<file path="src/common/pcg_pkg.sv">
// Constants, register indices and field layout of the programmable CRC generator
`default_nettype none
package pcg_pkg;
    // Register indices on the 3-bit register port
    localparam logic [2:0] REG_CONTROL_STATUS = 3'h0;
    localparam logic [2:0] REG_WIDTH_LENGTH   = 3'h1;
    localparam logic [2:0] REG_POLY_LOW       = 3'h2;
    localparam logic [2:0] REG_POLY_HIGH      = 3'h3;
    localparam logic [2:0] REG_DATA_LOW       = 3'h4;
    localparam logic [2:0] REG_DATA_HIGH      = 3'h5;
    localparam logic [2:0] REG_RESULT_LOW     = 3'h6;
    localparam logic [2:0] REG_RESULT_HIGH    = 3'h7;

    // Control/status field positions
    localparam int BIT_ENABLE    = 15;
    localparam int BIT_IDLE_STOP = 13;
    localparam int FLD_COUNT_LO  = 8;
    localparam int BIT_FULL      = 7;
    localparam int BIT_EMPTY     = 6;
    localparam int BIT_IRQ_SEL   = 5;
    localparam int BIT_GO        = 4;
    localparam int BIT_LSB_FIRST = 3;

    // Width/length configuration field positions
    localparam int FLD_WIDTH_LO  = 8;
    localparam int FLD_LENGTH_LO = 0;

    // FIFO depth selection by word width field
    localparam logic [4:0] WIDTH_DEEP4_ABOVE = 5'h0F;
    localparam logic [4:0] WIDTH_DEEP16_BELOW = 5'h08;
    localparam logic [4:0] DEPTH_4  = 5'h04;
    localparam logic [4:0] DEPTH_8  = 5'h08;
    localparam logic [4:0] DEPTH_16 = 5'h10;

    // Word bit positions and lane boundaries
    localparam logic [4:0] HALF_BOUNDARY = 5'h10;
    localparam logic [4:0] LANE_BOUNDARY = 5'h08;
    localparam logic [4:0] TOP_BIT       = 5'h1F;
    localparam logic [5:0] BITS_PER_CYCLE = 6'h02;

    // Reset values
    localparam logic [15:0] RST_HALF = 16'h0000;
    localparam logic [31:0] RST_WORD = 32'h0000_0000;
    localparam logic [31:0] ALL_ONES = 32'hFFFF_FFFF;

    // Shift engine states, one-hot
    typedef enum logic [1:0] {
        PCG_ST_IDLE  = 2'b01,
        PCG_ST_SHIFT = 2'b10
    } pcg_state_t;
endpackage
`default_nettype wire

</file>
<file path="src/logic/pcg_crc32_generator.sv">
// Programmable CRC generator: register file, data FIFO and two-bit-per-cycle shift engine
//
// Design decisions made here: the strobed register port and the address map.
`timescale 1ns/100ps
`default_nettype none

// Functional notes
// - Polynomial length up to order 32
// - Set term bit enables XOR feedback
// - Constant and Nth terms always applied
// - Word width is width field plus one
// - FIFO depth 4, 8 or 16 by width
// - Byte writes; unused upper bits ignored
// - Writing word MSb position pushes one entry
// - Go and data: load word, decrement count
// - Shift two bits per cycle until empty
// - Full at depth, empty at zero
// - Disable clears FIFO, count, engine, data, result
// - Direction bit selects MSb or LSb first
// - Direction affects input only, result normal
// - Select 0: event on count one to zero
// - Select 1: event on hardware go clear
// - Hardware clears go on completion
// - Idle-stop halts engine in device idle
// - Count field readable at bits 12-8
// - Width at 12-8, length at 4-0
module pcg_crc32_generator #(
    parameter int FIFO_ENTRIES = 16
) (
    input  wire logic        core_clk,
    input  wire logic        reset,
    input  wire logic        clk_en,
    input  wire logic [2:0]  reg_addr,
    input  wire logic [15:0] reg_wdata,
    input  wire logic [1:0]  reg_byte_en,
    input  wire logic        reg_wr,
    input  wire logic        reg_rd,
    output logic      [15:0] reg_rdata,
    input  wire logic        device_idle,
    output logic             crc_event_pulse
);

    // Whole state of the block; fifo storage is flip-flops indexed by pointer
    typedef struct packed {
        logic                         enable;
        logic                         idle_stop;
        logic                         irq_sel;
        logic                         go;
        logic                         lsb_first;
        logic [4:0]                   width_sel;
        logic [4:0]                   length_sel;
        logic [31:0]                  poly;
        logic [15:0]                  dat_lo;
        logic [15:0]                  dat_hi;
        logic [31:0]                  result;
        logic [FIFO_ENTRIES-1:0][31:0] fifo;
        logic [3:0]                   wr_ptr;
        logic [3:0]                   rd_ptr;
        logic [4:0]                   count;
        logic [31:0]                  shift_buf;
        logic [5:0]                   bits_left;
        pcg_pkg::pcg_state_t          state;
        logic [15:0]                  rdata;
        logic                         event_pulse;
    } pcg_regs_t;

    pcg_regs_t s_reg;
    pcg_regs_t s_next;

    // Mask keeping bits 0..msb
    function automatic logic [31:0] pcg_mask(input logic [4:0] msb);
        pcg_mask = pcg_pkg::ALL_ONES >> (pcg_pkg::TOP_BIT - msb);
    endfunction

    // Depth by width field
    function automatic logic [4:0] pcg_depth(input logic [4:0] wsel);
        if (wsel > pcg_pkg::WIDTH_DEEP4_ABOVE) begin
            pcg_depth = pcg_pkg::DEPTH_4;
        end else if (wsel >= pcg_pkg::WIDTH_DEEP16_BELOW) begin
            pcg_depth = pcg_pkg::DEPTH_8;
        end else begin
            pcg_depth = pcg_pkg::DEPTH_16;
        end
    endfunction

    // Byte-lane merge of a 16-bit register
    function automatic logic [15:0] pcg_merge(input logic [15:0] old,
                                              input logic [15:0] wd,
                                              input logic [1:0]  be);
        pcg_merge = {be[1] ? wd[15:8] : old[15:8], be[0] ? wd[7:0] : old[7:0]};
    endfunction

    // Reverse the low msb+1 bits so LSb-first words enter like MSb-first ones
    function automatic logic [31:0] pcg_reverse(input logic [31:0] d, input logic [4:0] msb);
        logic [31:0] r;
        r = pcg_pkg::RST_WORD;
        for (int i = 0; i < 32; i++) begin
            if (5'(i) <= msb) begin
                r[i] = d[msb - 5'(i)];
            end
        end
        pcg_reverse = r;
    endfunction

    // One bit through the engine
    function automatic logic [31:0] pcg_crc_bit(input logic [31:0] r,
                                                input logic        din,
                                                input logic [31:0] poly,
                                                input logic [4:0]  msb);
        logic        fb;
        logic [31:0] nr;
        // feedback from the top bit of the programmed length
        fb = r[msb] ^ din;
        nr = r << 1;
        // constant term forced, Nth term implied by feedback tap
        if (fb) begin
            nr = nr ^ (poly | 32'h0000_0001);
        end
        pcg_crc_bit = nr & pcg_mask(msb);
    endfunction

    logic [4:0]  depth;
    logic [3:0]  ptr_mask;
    logic        halt;
    logic        push;
    logic        pop;
    logic        word_done;
    logic [15:0] lo_new;
    logic [15:0] hi_new;
    logic [31:0] load_word;
    logic [31:0] r1;
    logic [31:0] r2;
    logic [31:0] len_mask;

    // Next-state computation
    always_comb begin
        s_next      = s_reg;
        depth       = pcg_depth(s_reg.width_sel);
        len_mask    = pcg_mask(s_reg.length_sel);
        ptr_mask    = 4'(depth - 5'h01);
        halt        = s_reg.idle_stop & device_idle;
        push        = 1'b0;
        pop         = 1'b0;
        word_done   = 1'b0;
        lo_new      = s_reg.dat_lo;
        hi_new      = s_reg.dat_hi;
        load_word   = pcg_pkg::RST_WORD;
        r1          = s_reg.result;
        r2          = s_reg.result;
        s_next.event_pulse = 1'b0;

        // Register writes
        if (reg_wr) begin
            case (reg_addr)
                pcg_pkg::REG_CONTROL_STATUS: begin
                    if (reg_byte_en[1]) begin
                        s_next.enable    = reg_wdata[pcg_pkg::BIT_ENABLE];
                        s_next.idle_stop = reg_wdata[pcg_pkg::BIT_IDLE_STOP];
                    end
                    if (reg_byte_en[0]) begin
                        s_next.irq_sel   = reg_wdata[pcg_pkg::BIT_IRQ_SEL];
                        s_next.go        = reg_wdata[pcg_pkg::BIT_GO];
                        s_next.lsb_first = reg_wdata[pcg_pkg::BIT_LSB_FIRST];
                    end
                end
                pcg_pkg::REG_WIDTH_LENGTH: begin
                    // width field high byte, length field low byte
                    if (reg_byte_en[1]) begin
                        s_next.width_sel = reg_wdata[pcg_pkg::FLD_WIDTH_LO +: 5];
                    end
                    if (reg_byte_en[0]) begin
                        s_next.length_sel = reg_wdata[pcg_pkg::FLD_LENGTH_LO +: 5];
                    end
                end
                pcg_pkg::REG_POLY_LOW: begin
                    s_next.poly[15:0] = pcg_merge(s_reg.poly[15:0], reg_wdata, reg_byte_en)
                                        & 16'hFFFE;
                end
                pcg_pkg::REG_POLY_HIGH: begin
                    s_next.poly[31:16] = pcg_merge(s_reg.poly[31:16], reg_wdata, reg_byte_en);
                end
                pcg_pkg::REG_DATA_LOW: begin
                    lo_new = pcg_merge(s_reg.dat_lo, reg_wdata, reg_byte_en);
                    // lane holding the word MSb completes the entry
                    if (s_reg.width_sel < pcg_pkg::HALF_BOUNDARY) begin
                        push = (s_reg.width_sel >= pcg_pkg::LANE_BOUNDARY) ? reg_byte_en[1]
                                                                           : reg_byte_en[0];
                    end
                end
                pcg_pkg::REG_DATA_HIGH: begin
                    hi_new = pcg_merge(s_reg.dat_hi, reg_wdata, reg_byte_en);
                    // upper-half MSb completes a wide entry
                    if (s_reg.width_sel >= pcg_pkg::HALF_BOUNDARY) begin
                        push = ((s_reg.width_sel - pcg_pkg::HALF_BOUNDARY) >=
                                pcg_pkg::LANE_BOUNDARY) ? reg_byte_en[1] : reg_byte_en[0];
                    end
                end
                pcg_pkg::REG_RESULT_LOW: begin
                    s_next.result[15:0] = pcg_merge(s_reg.result[15:0], reg_wdata,
                                                    reg_byte_en);
                end
                pcg_pkg::REG_RESULT_HIGH: begin
                    s_next.result[31:16] = pcg_merge(s_reg.result[31:16], reg_wdata,
                                                     reg_byte_en);
                end
                default: begin
                end
            endcase
        end
        s_next.dat_lo = lo_new;
        s_next.dat_hi = hi_new;

        // Push into the FIFO; a word written while full is dropped
        if (push && (s_reg.count < depth)) begin
            s_next.fifo[s_reg.wr_ptr] = {hi_new, lo_new} & pcg_mask(s_reg.width_sel);
            s_next.wr_ptr = (s_reg.wr_ptr + 4'h1) & ptr_mask;
        end else begin
            push = 1'b0;
        end

        // Shift engine
        case (s_reg.state)
            pcg_pkg::PCG_ST_IDLE: begin
                // start when go and data present
                if (s_reg.go && (s_reg.count != 5'h00) && !halt) begin
                    pop = 1'b1;
                end
            end
            pcg_pkg::PCG_ST_SHIFT: begin
                if (!halt) begin
                    // two bits per cycle, one on an odd tail
                    r1 = pcg_crc_bit(s_reg.result, s_reg.shift_buf[31], s_reg.poly,
                                     s_reg.length_sel);
                    r2 = pcg_crc_bit(r1, s_reg.shift_buf[30], s_reg.poly, s_reg.length_sel);
                    if (s_reg.bits_left >= pcg_pkg::BITS_PER_CYCLE) begin
                        s_next.result    = r2;
                        s_next.shift_buf = s_reg.shift_buf << 2;
                        s_next.bits_left = s_reg.bits_left - pcg_pkg::BITS_PER_CYCLE;
                    end else begin
                        s_next.result    = r1;
                        s_next.shift_buf = s_reg.shift_buf << 1;
                        s_next.bits_left = 6'h00;
                    end
                    word_done = (s_reg.bits_left <= pcg_pkg::BITS_PER_CYCLE);
                    if (word_done) begin
                        if (s_reg.go && (s_reg.count != 5'h00)) begin
                            pop = 1'b1;
                        end else begin
                            s_next.state = pcg_pkg::PCG_ST_IDLE;
                            if (s_reg.go && (s_reg.count == 5'h00)) begin
                                s_next.go = 1'b0;
                                if (s_reg.irq_sel) begin
                                    s_next.event_pulse = 1'b1;
                                end
                                // A go set in this very cycle keeps the engine armed
                                if (reg_wr && (reg_addr == pcg_pkg::REG_CONTROL_STATUS) &&
                                    reg_byte_en[0] && reg_wdata[pcg_pkg::BIT_GO]) begin
                                    s_next.go = 1'b1;
                                end
                            end
                        end
                    end
                end
            end
            default: begin
                s_next.state = pcg_pkg::PCG_ST_IDLE;
            end
        endcase

        // Load the next word into the shift buffer, MSb aligned to bit 31
        if (pop) begin
            load_word = s_reg.fifo[s_reg.rd_ptr];
            // LSb-first words are reversed before entry
            // only input order changes, result stays normal
            if (s_reg.lsb_first) begin
                load_word = pcg_reverse(load_word, s_reg.width_sel);
            end
            s_next.shift_buf = load_word << (pcg_pkg::TOP_BIT - s_reg.width_sel);
            // word width is field plus one
            s_next.bits_left = {1'b0, s_reg.width_sel} + 6'h01;
            s_next.rd_ptr    = (s_reg.rd_ptr + 4'h1) & ptr_mask;
            s_next.state     = pcg_pkg::PCG_ST_SHIFT;
        end

        s_next.count = s_reg.count + {4'h0, push} - {4'h0, pop};
        if (!s_reg.irq_sel && (s_reg.count == 5'h01) && (s_next.count == 5'h00)) begin
            s_next.event_pulse = 1'b1;
        end

        // disabled module: FIFO, engine, data and result held clear
        if (!s_next.enable) begin
            s_next.wr_ptr    = 4'h0;
            s_next.rd_ptr    = 4'h0;
            s_next.count     = 5'h00;
            s_next.state     = pcg_pkg::PCG_ST_IDLE;
            s_next.shift_buf = pcg_pkg::RST_WORD;
            s_next.bits_left = 6'h00;
            s_next.dat_lo    = pcg_pkg::RST_HALF;
            s_next.dat_hi    = pcg_pkg::RST_HALF;
            s_next.result    = pcg_pkg::RST_WORD;
        end

        // Read data registered, valid the cycle after the strobe only
        s_next.rdata = pcg_pkg::RST_HALF;
        if (reg_rd) begin
            case (reg_addr)
                pcg_pkg::REG_CONTROL_STATUS: begin
                    s_next.rdata[pcg_pkg::BIT_ENABLE]    = s_reg.enable;
                    s_next.rdata[pcg_pkg::BIT_IDLE_STOP] = s_reg.idle_stop;
                    s_next.rdata[pcg_pkg::FLD_COUNT_LO +: 5] = s_reg.count;
                    s_next.rdata[pcg_pkg::BIT_FULL]      = (s_reg.count == depth);
                    s_next.rdata[pcg_pkg::BIT_EMPTY]     = (s_reg.count == 5'h00);
                    s_next.rdata[pcg_pkg::BIT_IRQ_SEL]   = s_reg.irq_sel;
                    s_next.rdata[pcg_pkg::BIT_GO]        = s_reg.go;
                    s_next.rdata[pcg_pkg::BIT_LSB_FIRST] = s_reg.lsb_first;
                end
                pcg_pkg::REG_WIDTH_LENGTH: begin
                    s_next.rdata[pcg_pkg::FLD_WIDTH_LO +: 5]  = s_reg.width_sel;
                    s_next.rdata[pcg_pkg::FLD_LENGTH_LO +: 5] = s_reg.length_sel;
                end
                pcg_pkg::REG_POLY_LOW: begin
                    s_next.rdata = s_reg.poly[15:0];
                end
                pcg_pkg::REG_POLY_HIGH: begin
                    s_next.rdata = s_reg.poly[31:16];
                end
                pcg_pkg::REG_DATA_LOW: begin
                    s_next.rdata = s_reg.dat_lo;
                end
                pcg_pkg::REG_DATA_HIGH: begin
                    s_next.rdata = s_reg.dat_hi;
                end
                pcg_pkg::REG_RESULT_LOW: begin
                    s_next.rdata = s_reg.result[15:0] & len_mask[15:0];
                end
                pcg_pkg::REG_RESULT_HIGH: begin
                    s_next.rdata = s_reg.result[31:16] & len_mask[31:16];
                end
                default: begin
                end
            endcase
        end
    end

    // State register; clock enable low freezes everything, bus strobes included
    always_ff @(posedge core_clk or posedge reset) begin
        if (reset) begin
            s_reg       <= '0;
            s_reg.state <= pcg_pkg::PCG_ST_IDLE;
        end else if (clk_en) begin
            s_reg <= s_next;
        end
    end

    // Outputs straight from flip-flops
    assign reg_rdata       = s_reg.rdata;
    assign crc_event_pulse = s_reg.event_pulse;

endmodule
`default_nettype wire

</file>
<file path="config.mk">
export PLATFORM = sky130hd
export DESIGN_NAME = pcg_crc32_generator
export DESIGN_NICKNAME = d
export VERILOG_FILES = /design/src/common/pcg_pkg.sv /design/src/logic/pcg_crc32_generator.sv
export SDC_FILE = /design/constraint.sdc
export NUM_CORES = 2
export LEC_CHECK = 0
export BUFFER_PORTS_ARGS = -buffer_cell sky130_fd_sc_hd__buf_4
export CORE_ASPECT_RATIO = 0.75
export CORE_MARGIN = 8
export CORE_UTILIZATION = 45
export DETAILED_ROUTE_END_ITERATION = 10
export GPL_TIMING_DRIVEN = 0
export PLACE_DENSITY = 0.61
export SYNTH_ARGS = -nofsm -noshare
export SYNTH_HDL_FRONTEND = slang
export SYNTH_SLANG_ARGS = --single-unit
</file>
<file path="constraint.sdc">
create_clock -name core_clk -period 30.3 [get_ports core_clk]
set_input_delay 6.06 -clock core_clk [delete_from_list [all_inputs] [get_ports core_clk]]
set_output_delay 6.06 -clock core_clk [all_outputs]
set_load 0.03 [all_outputs]
</file>
==> reports/metrics.cfg <==
[layout]
fill_cells = 9383
largest_reg_flops = 675
fin_nets = 5264
layout-drive-gt1-share_pct = 9.06
fin_area_mm2 = 0.0491
syn_to_final_growth_pct = 10.7

[hold_path]
min_from = s_reg[234]$_DFFE_PP0P_
hp-class = register to register

[route]
via_per_inst = 7.18
drt-pass1-iter-count = 10
wl_um = 237000
via_count = 47100
drc = 0
antenna_left = 0
detail_route.wl_per_cell_um = 36.1
drt-initial-drc-count = 8317

[global_route]
overflow = 0
top_usage_layer = met1
grt_pass1_vias = 43100
grt_first_pass_wirelength_um = 331000
antenna_found_initial = 12
grt_max_degree = 124
use_met1_pct = 61.3
grtUsageMet3_pct = 20.5
grtUsageTotal_pct = 42.1
grtUsageMet2_pct = 54.0

[timing]
rsz0062_at_grt = no
maxSlewViolCount = 25
tns_ns = 0
min_period_ns = 11.91
fin_hold_ws_ns = 0.476
relSlewSlack_pct = -11.3
finalHoldViolations = 0
min_period_over_period_pct = 39.3
setup_viol = 0
clock_skew_ns = 0.0584
fmaxAchievable_mhz = 84.0
layout_setup_ws_ns = 18.39
tightest_slew_ns = 1.67

[worst_setup_path]
worstReg2RegStart = s_reg[683]$_DFFE_PP0P_
worstPathCellList = clkbuf_1 > inv_1 > clkbuf_1 > clkbuf_1 > buf_1 > clkbuf_1 > buf_1 > clkbuf_1 > ha_1 > ha_1 > clkbuf_1 > clkbuf_1 > clkbuf_1 > nand2_1 > o2111ai_1 > o22ai_1 > a2111oi_0 > nand2_1 > o221ai_1 > mux2i_1 > o211ai_1 > o211ai_1 > o21ai_1 > a221o_1
max_stage_delay_ns = 0.90
crit_start = s_reg[683]$_DFFE_PP0P_
endpoint_kind = register
cp.buffers_inverters = 11
worstSetupPathType = register to register
cp-start-kind = register
cp_top_family = buffers and inverters
cpMaxStageDelayCell = buf_1
worstPathArrival_ns = 12.52
worstPathRequired_ns = 30.92
ff2ff_setup_slack_ns = 18.39
crit_fanout = 11
crit_top_cell = clkbuf_1

[logic_synthesis]
yosysTopAreaCell = dfrtp_1
ys_warn_count = 0
synth_seq_cells = 692
synthDistinctLibCells = 92
syn-cell-area_mm2 = 0.0443
synth.net_count = 5147
yosysTopAreaCellShare_pct = 39.0
ys_seq_area_share_pct = 39.1
synth_edf_count = 0
synth_area_per_cell_um2 = 8.75
syn_inst = 5067
ys_async_sr_fraction_pct = 100
synthTopCellsByArea = dfrtp_1, o21ai_0, nand2_1
synthFlopType = dfrtp_1

[clock_network]
cts-root-buf = clkbuf_16
clk_latency_ns = 0.72
cts_made_buffers = 75
cts.htree.levels = 3
hold_buffers = 0
cts_sinks = 692
post_cts_resized = 0
cts_setup_buffers = 0
clock_path_buffers = 3
tritoncts = done
path_clk_slew_ns = 0.07

[floorplan]
start_util_pct = 45.5
die_y_um = 288
dieArea_mm2 = 0.109
ios = 44
die_w_um = 378
core-area_mm2 = 0.0975
num_rows = 99

[run_status]
outcome = complete, but fails checks
violations = capacitance limit, slew limit

[power_and_ir_drop]
ir_drop_v = 0.0000650
leakagePower_nw = 19.6
power_density_mw_per_mm2 = 95.3

[placed_design]
io_buffers = 28
place_congestion = 1.08
placed_cell_area_mm2 = 0.0464
place_ws_ns = 19.22
hpwl_um = 182000

[run]
cap_violations = 2

metrics by stage:
step / total power, mW / cells / util, %
5_1_grt: 4.72 / 6555 / 50.3
3_5_place_dp: 3.48 / 6418 / 47.6
4_1_cts: 4.48 / 6553 / 50.3
2_1_floorplan: 2.44 / 5067 / -
6_report: 4.68 / 6567 / 50.4
3_3_place_gp: 3.50 / 6408 / 47.4
layout make-up:
| class | count | area, um^2 | area share (%) |
|---|---|---|---|
| Antenna cell | 12 | 30.0 | 0.0612 |
| Buffer | 446 | 1970 | 4.02 |
| Clock buffer | 104 | 2180 | 4.43 |
| Clock inverter | 31 | 457 | 0.930 |
| Inverter | 112 | 428 | 0.872 |
| Multi-Input combinational cell | 3817 | 24600 | 50.2 |
| Sequential cell | 692 | 17300 | 35.3 |
| Tap cell | 1313 | 1640 | 3.35 |
| Timing Repair Buffer | 40 | 430 | 0.877 |
worst min-delay path: cells and delay by family, from the launching register on:
kind	cells	cell delay [ns]
simple gates	1	0.05
flops	1	0.34
compound gates	1	0.06
synth_stat cells, types with 18 or more instances:
cell type and n:
mux4_2 99, a21o_1 18, o32ai_1 18, nand2b_1 36
nor3_1 59, nand4_1 63, o221ai_1 59, a211oi_1 31
buf_4 30, o22ai_1 65, o2111ai_1 20, mux2_2 97
nor2_1 233, mux2i_1 281, a211o_1 28, nand3_1 233
o211ai_1 43, a31oi_1 31, dfrtp_1 691, o21ai_0 687
and3_1 36, xnor2_1 46, a221o_1 20, a221oi_1 26
o31ai_1 25, buf_2 30, a22o_1 49, buf_1 48
a22oi_1 106, and2_1 44, a32oi_1 18, clkbuf_1 325
nand2_1 888, inv_1 107, nor2b_1 26, a21oi_1 151
ha_1 52
worst paths after layout:
path	to	cells past startpoint
max	s_reg[56]$_DFFE_PP0P_	24
min	s_reg[234]$_DFFE_PP0P_	2
max reg2reg	s_reg[56]$_DFFE_PP0P_	24
min reg2reg	s_reg[234]$_DFFE_PP0P_	2
max in group asynchronous	s_reg[606]$_DFFE_PP0P_	5
min in group asynchronous	s_reg[413]$_DFFE_PP0P_	2
where the power goes:
group	switching [mW]	leakage, nW	internal (mW)
clock network	0.444	1.28	0.555
logic	1.89	8.86	0.698
registers	0.0999	9.51	0.987
total	2.44	19.6	2.24
metal layers:
layer,vias up,wire (um)
li1,18800,-
met1,23600,98200
met4,6,8690
met3,608,41100
met2,4056,88900
met5,-,201
cell usage in the layout, fill, tap and decap left out, drive strengths merged, types with 59 or more instances in the layout:
cell and instances:
o221ai 59, mux2 98, nand3 233, nor2 233, mux4 99, o21ai 702, mux2i 282, nor3 59
dfrtp 691, a21oi 151, buf 161, o22ai 66, clkbuf 429, inv 110, nand2 888, nand4 63
a22oi 106
logic make-up (layout without fill, tap and decap cells):
family | Yosys count | in the layout | share of synthesized area (%)
simple gates | 1688 | 1688 | 16.8
compound gates | 1548 | 1548 | 22.4
flops | 692 | 692 | 39.1
buf+inv | 558 | 733 | 5.40
mux | 479 | 479 | 13.9
fa+ha+maj | 53 | 53 | 1.51
xor+xnor | 49 | 49 | 0.985
other cells | 0 | 12 | 0
No activity file was read; power rests on OpenSTA's default activity.
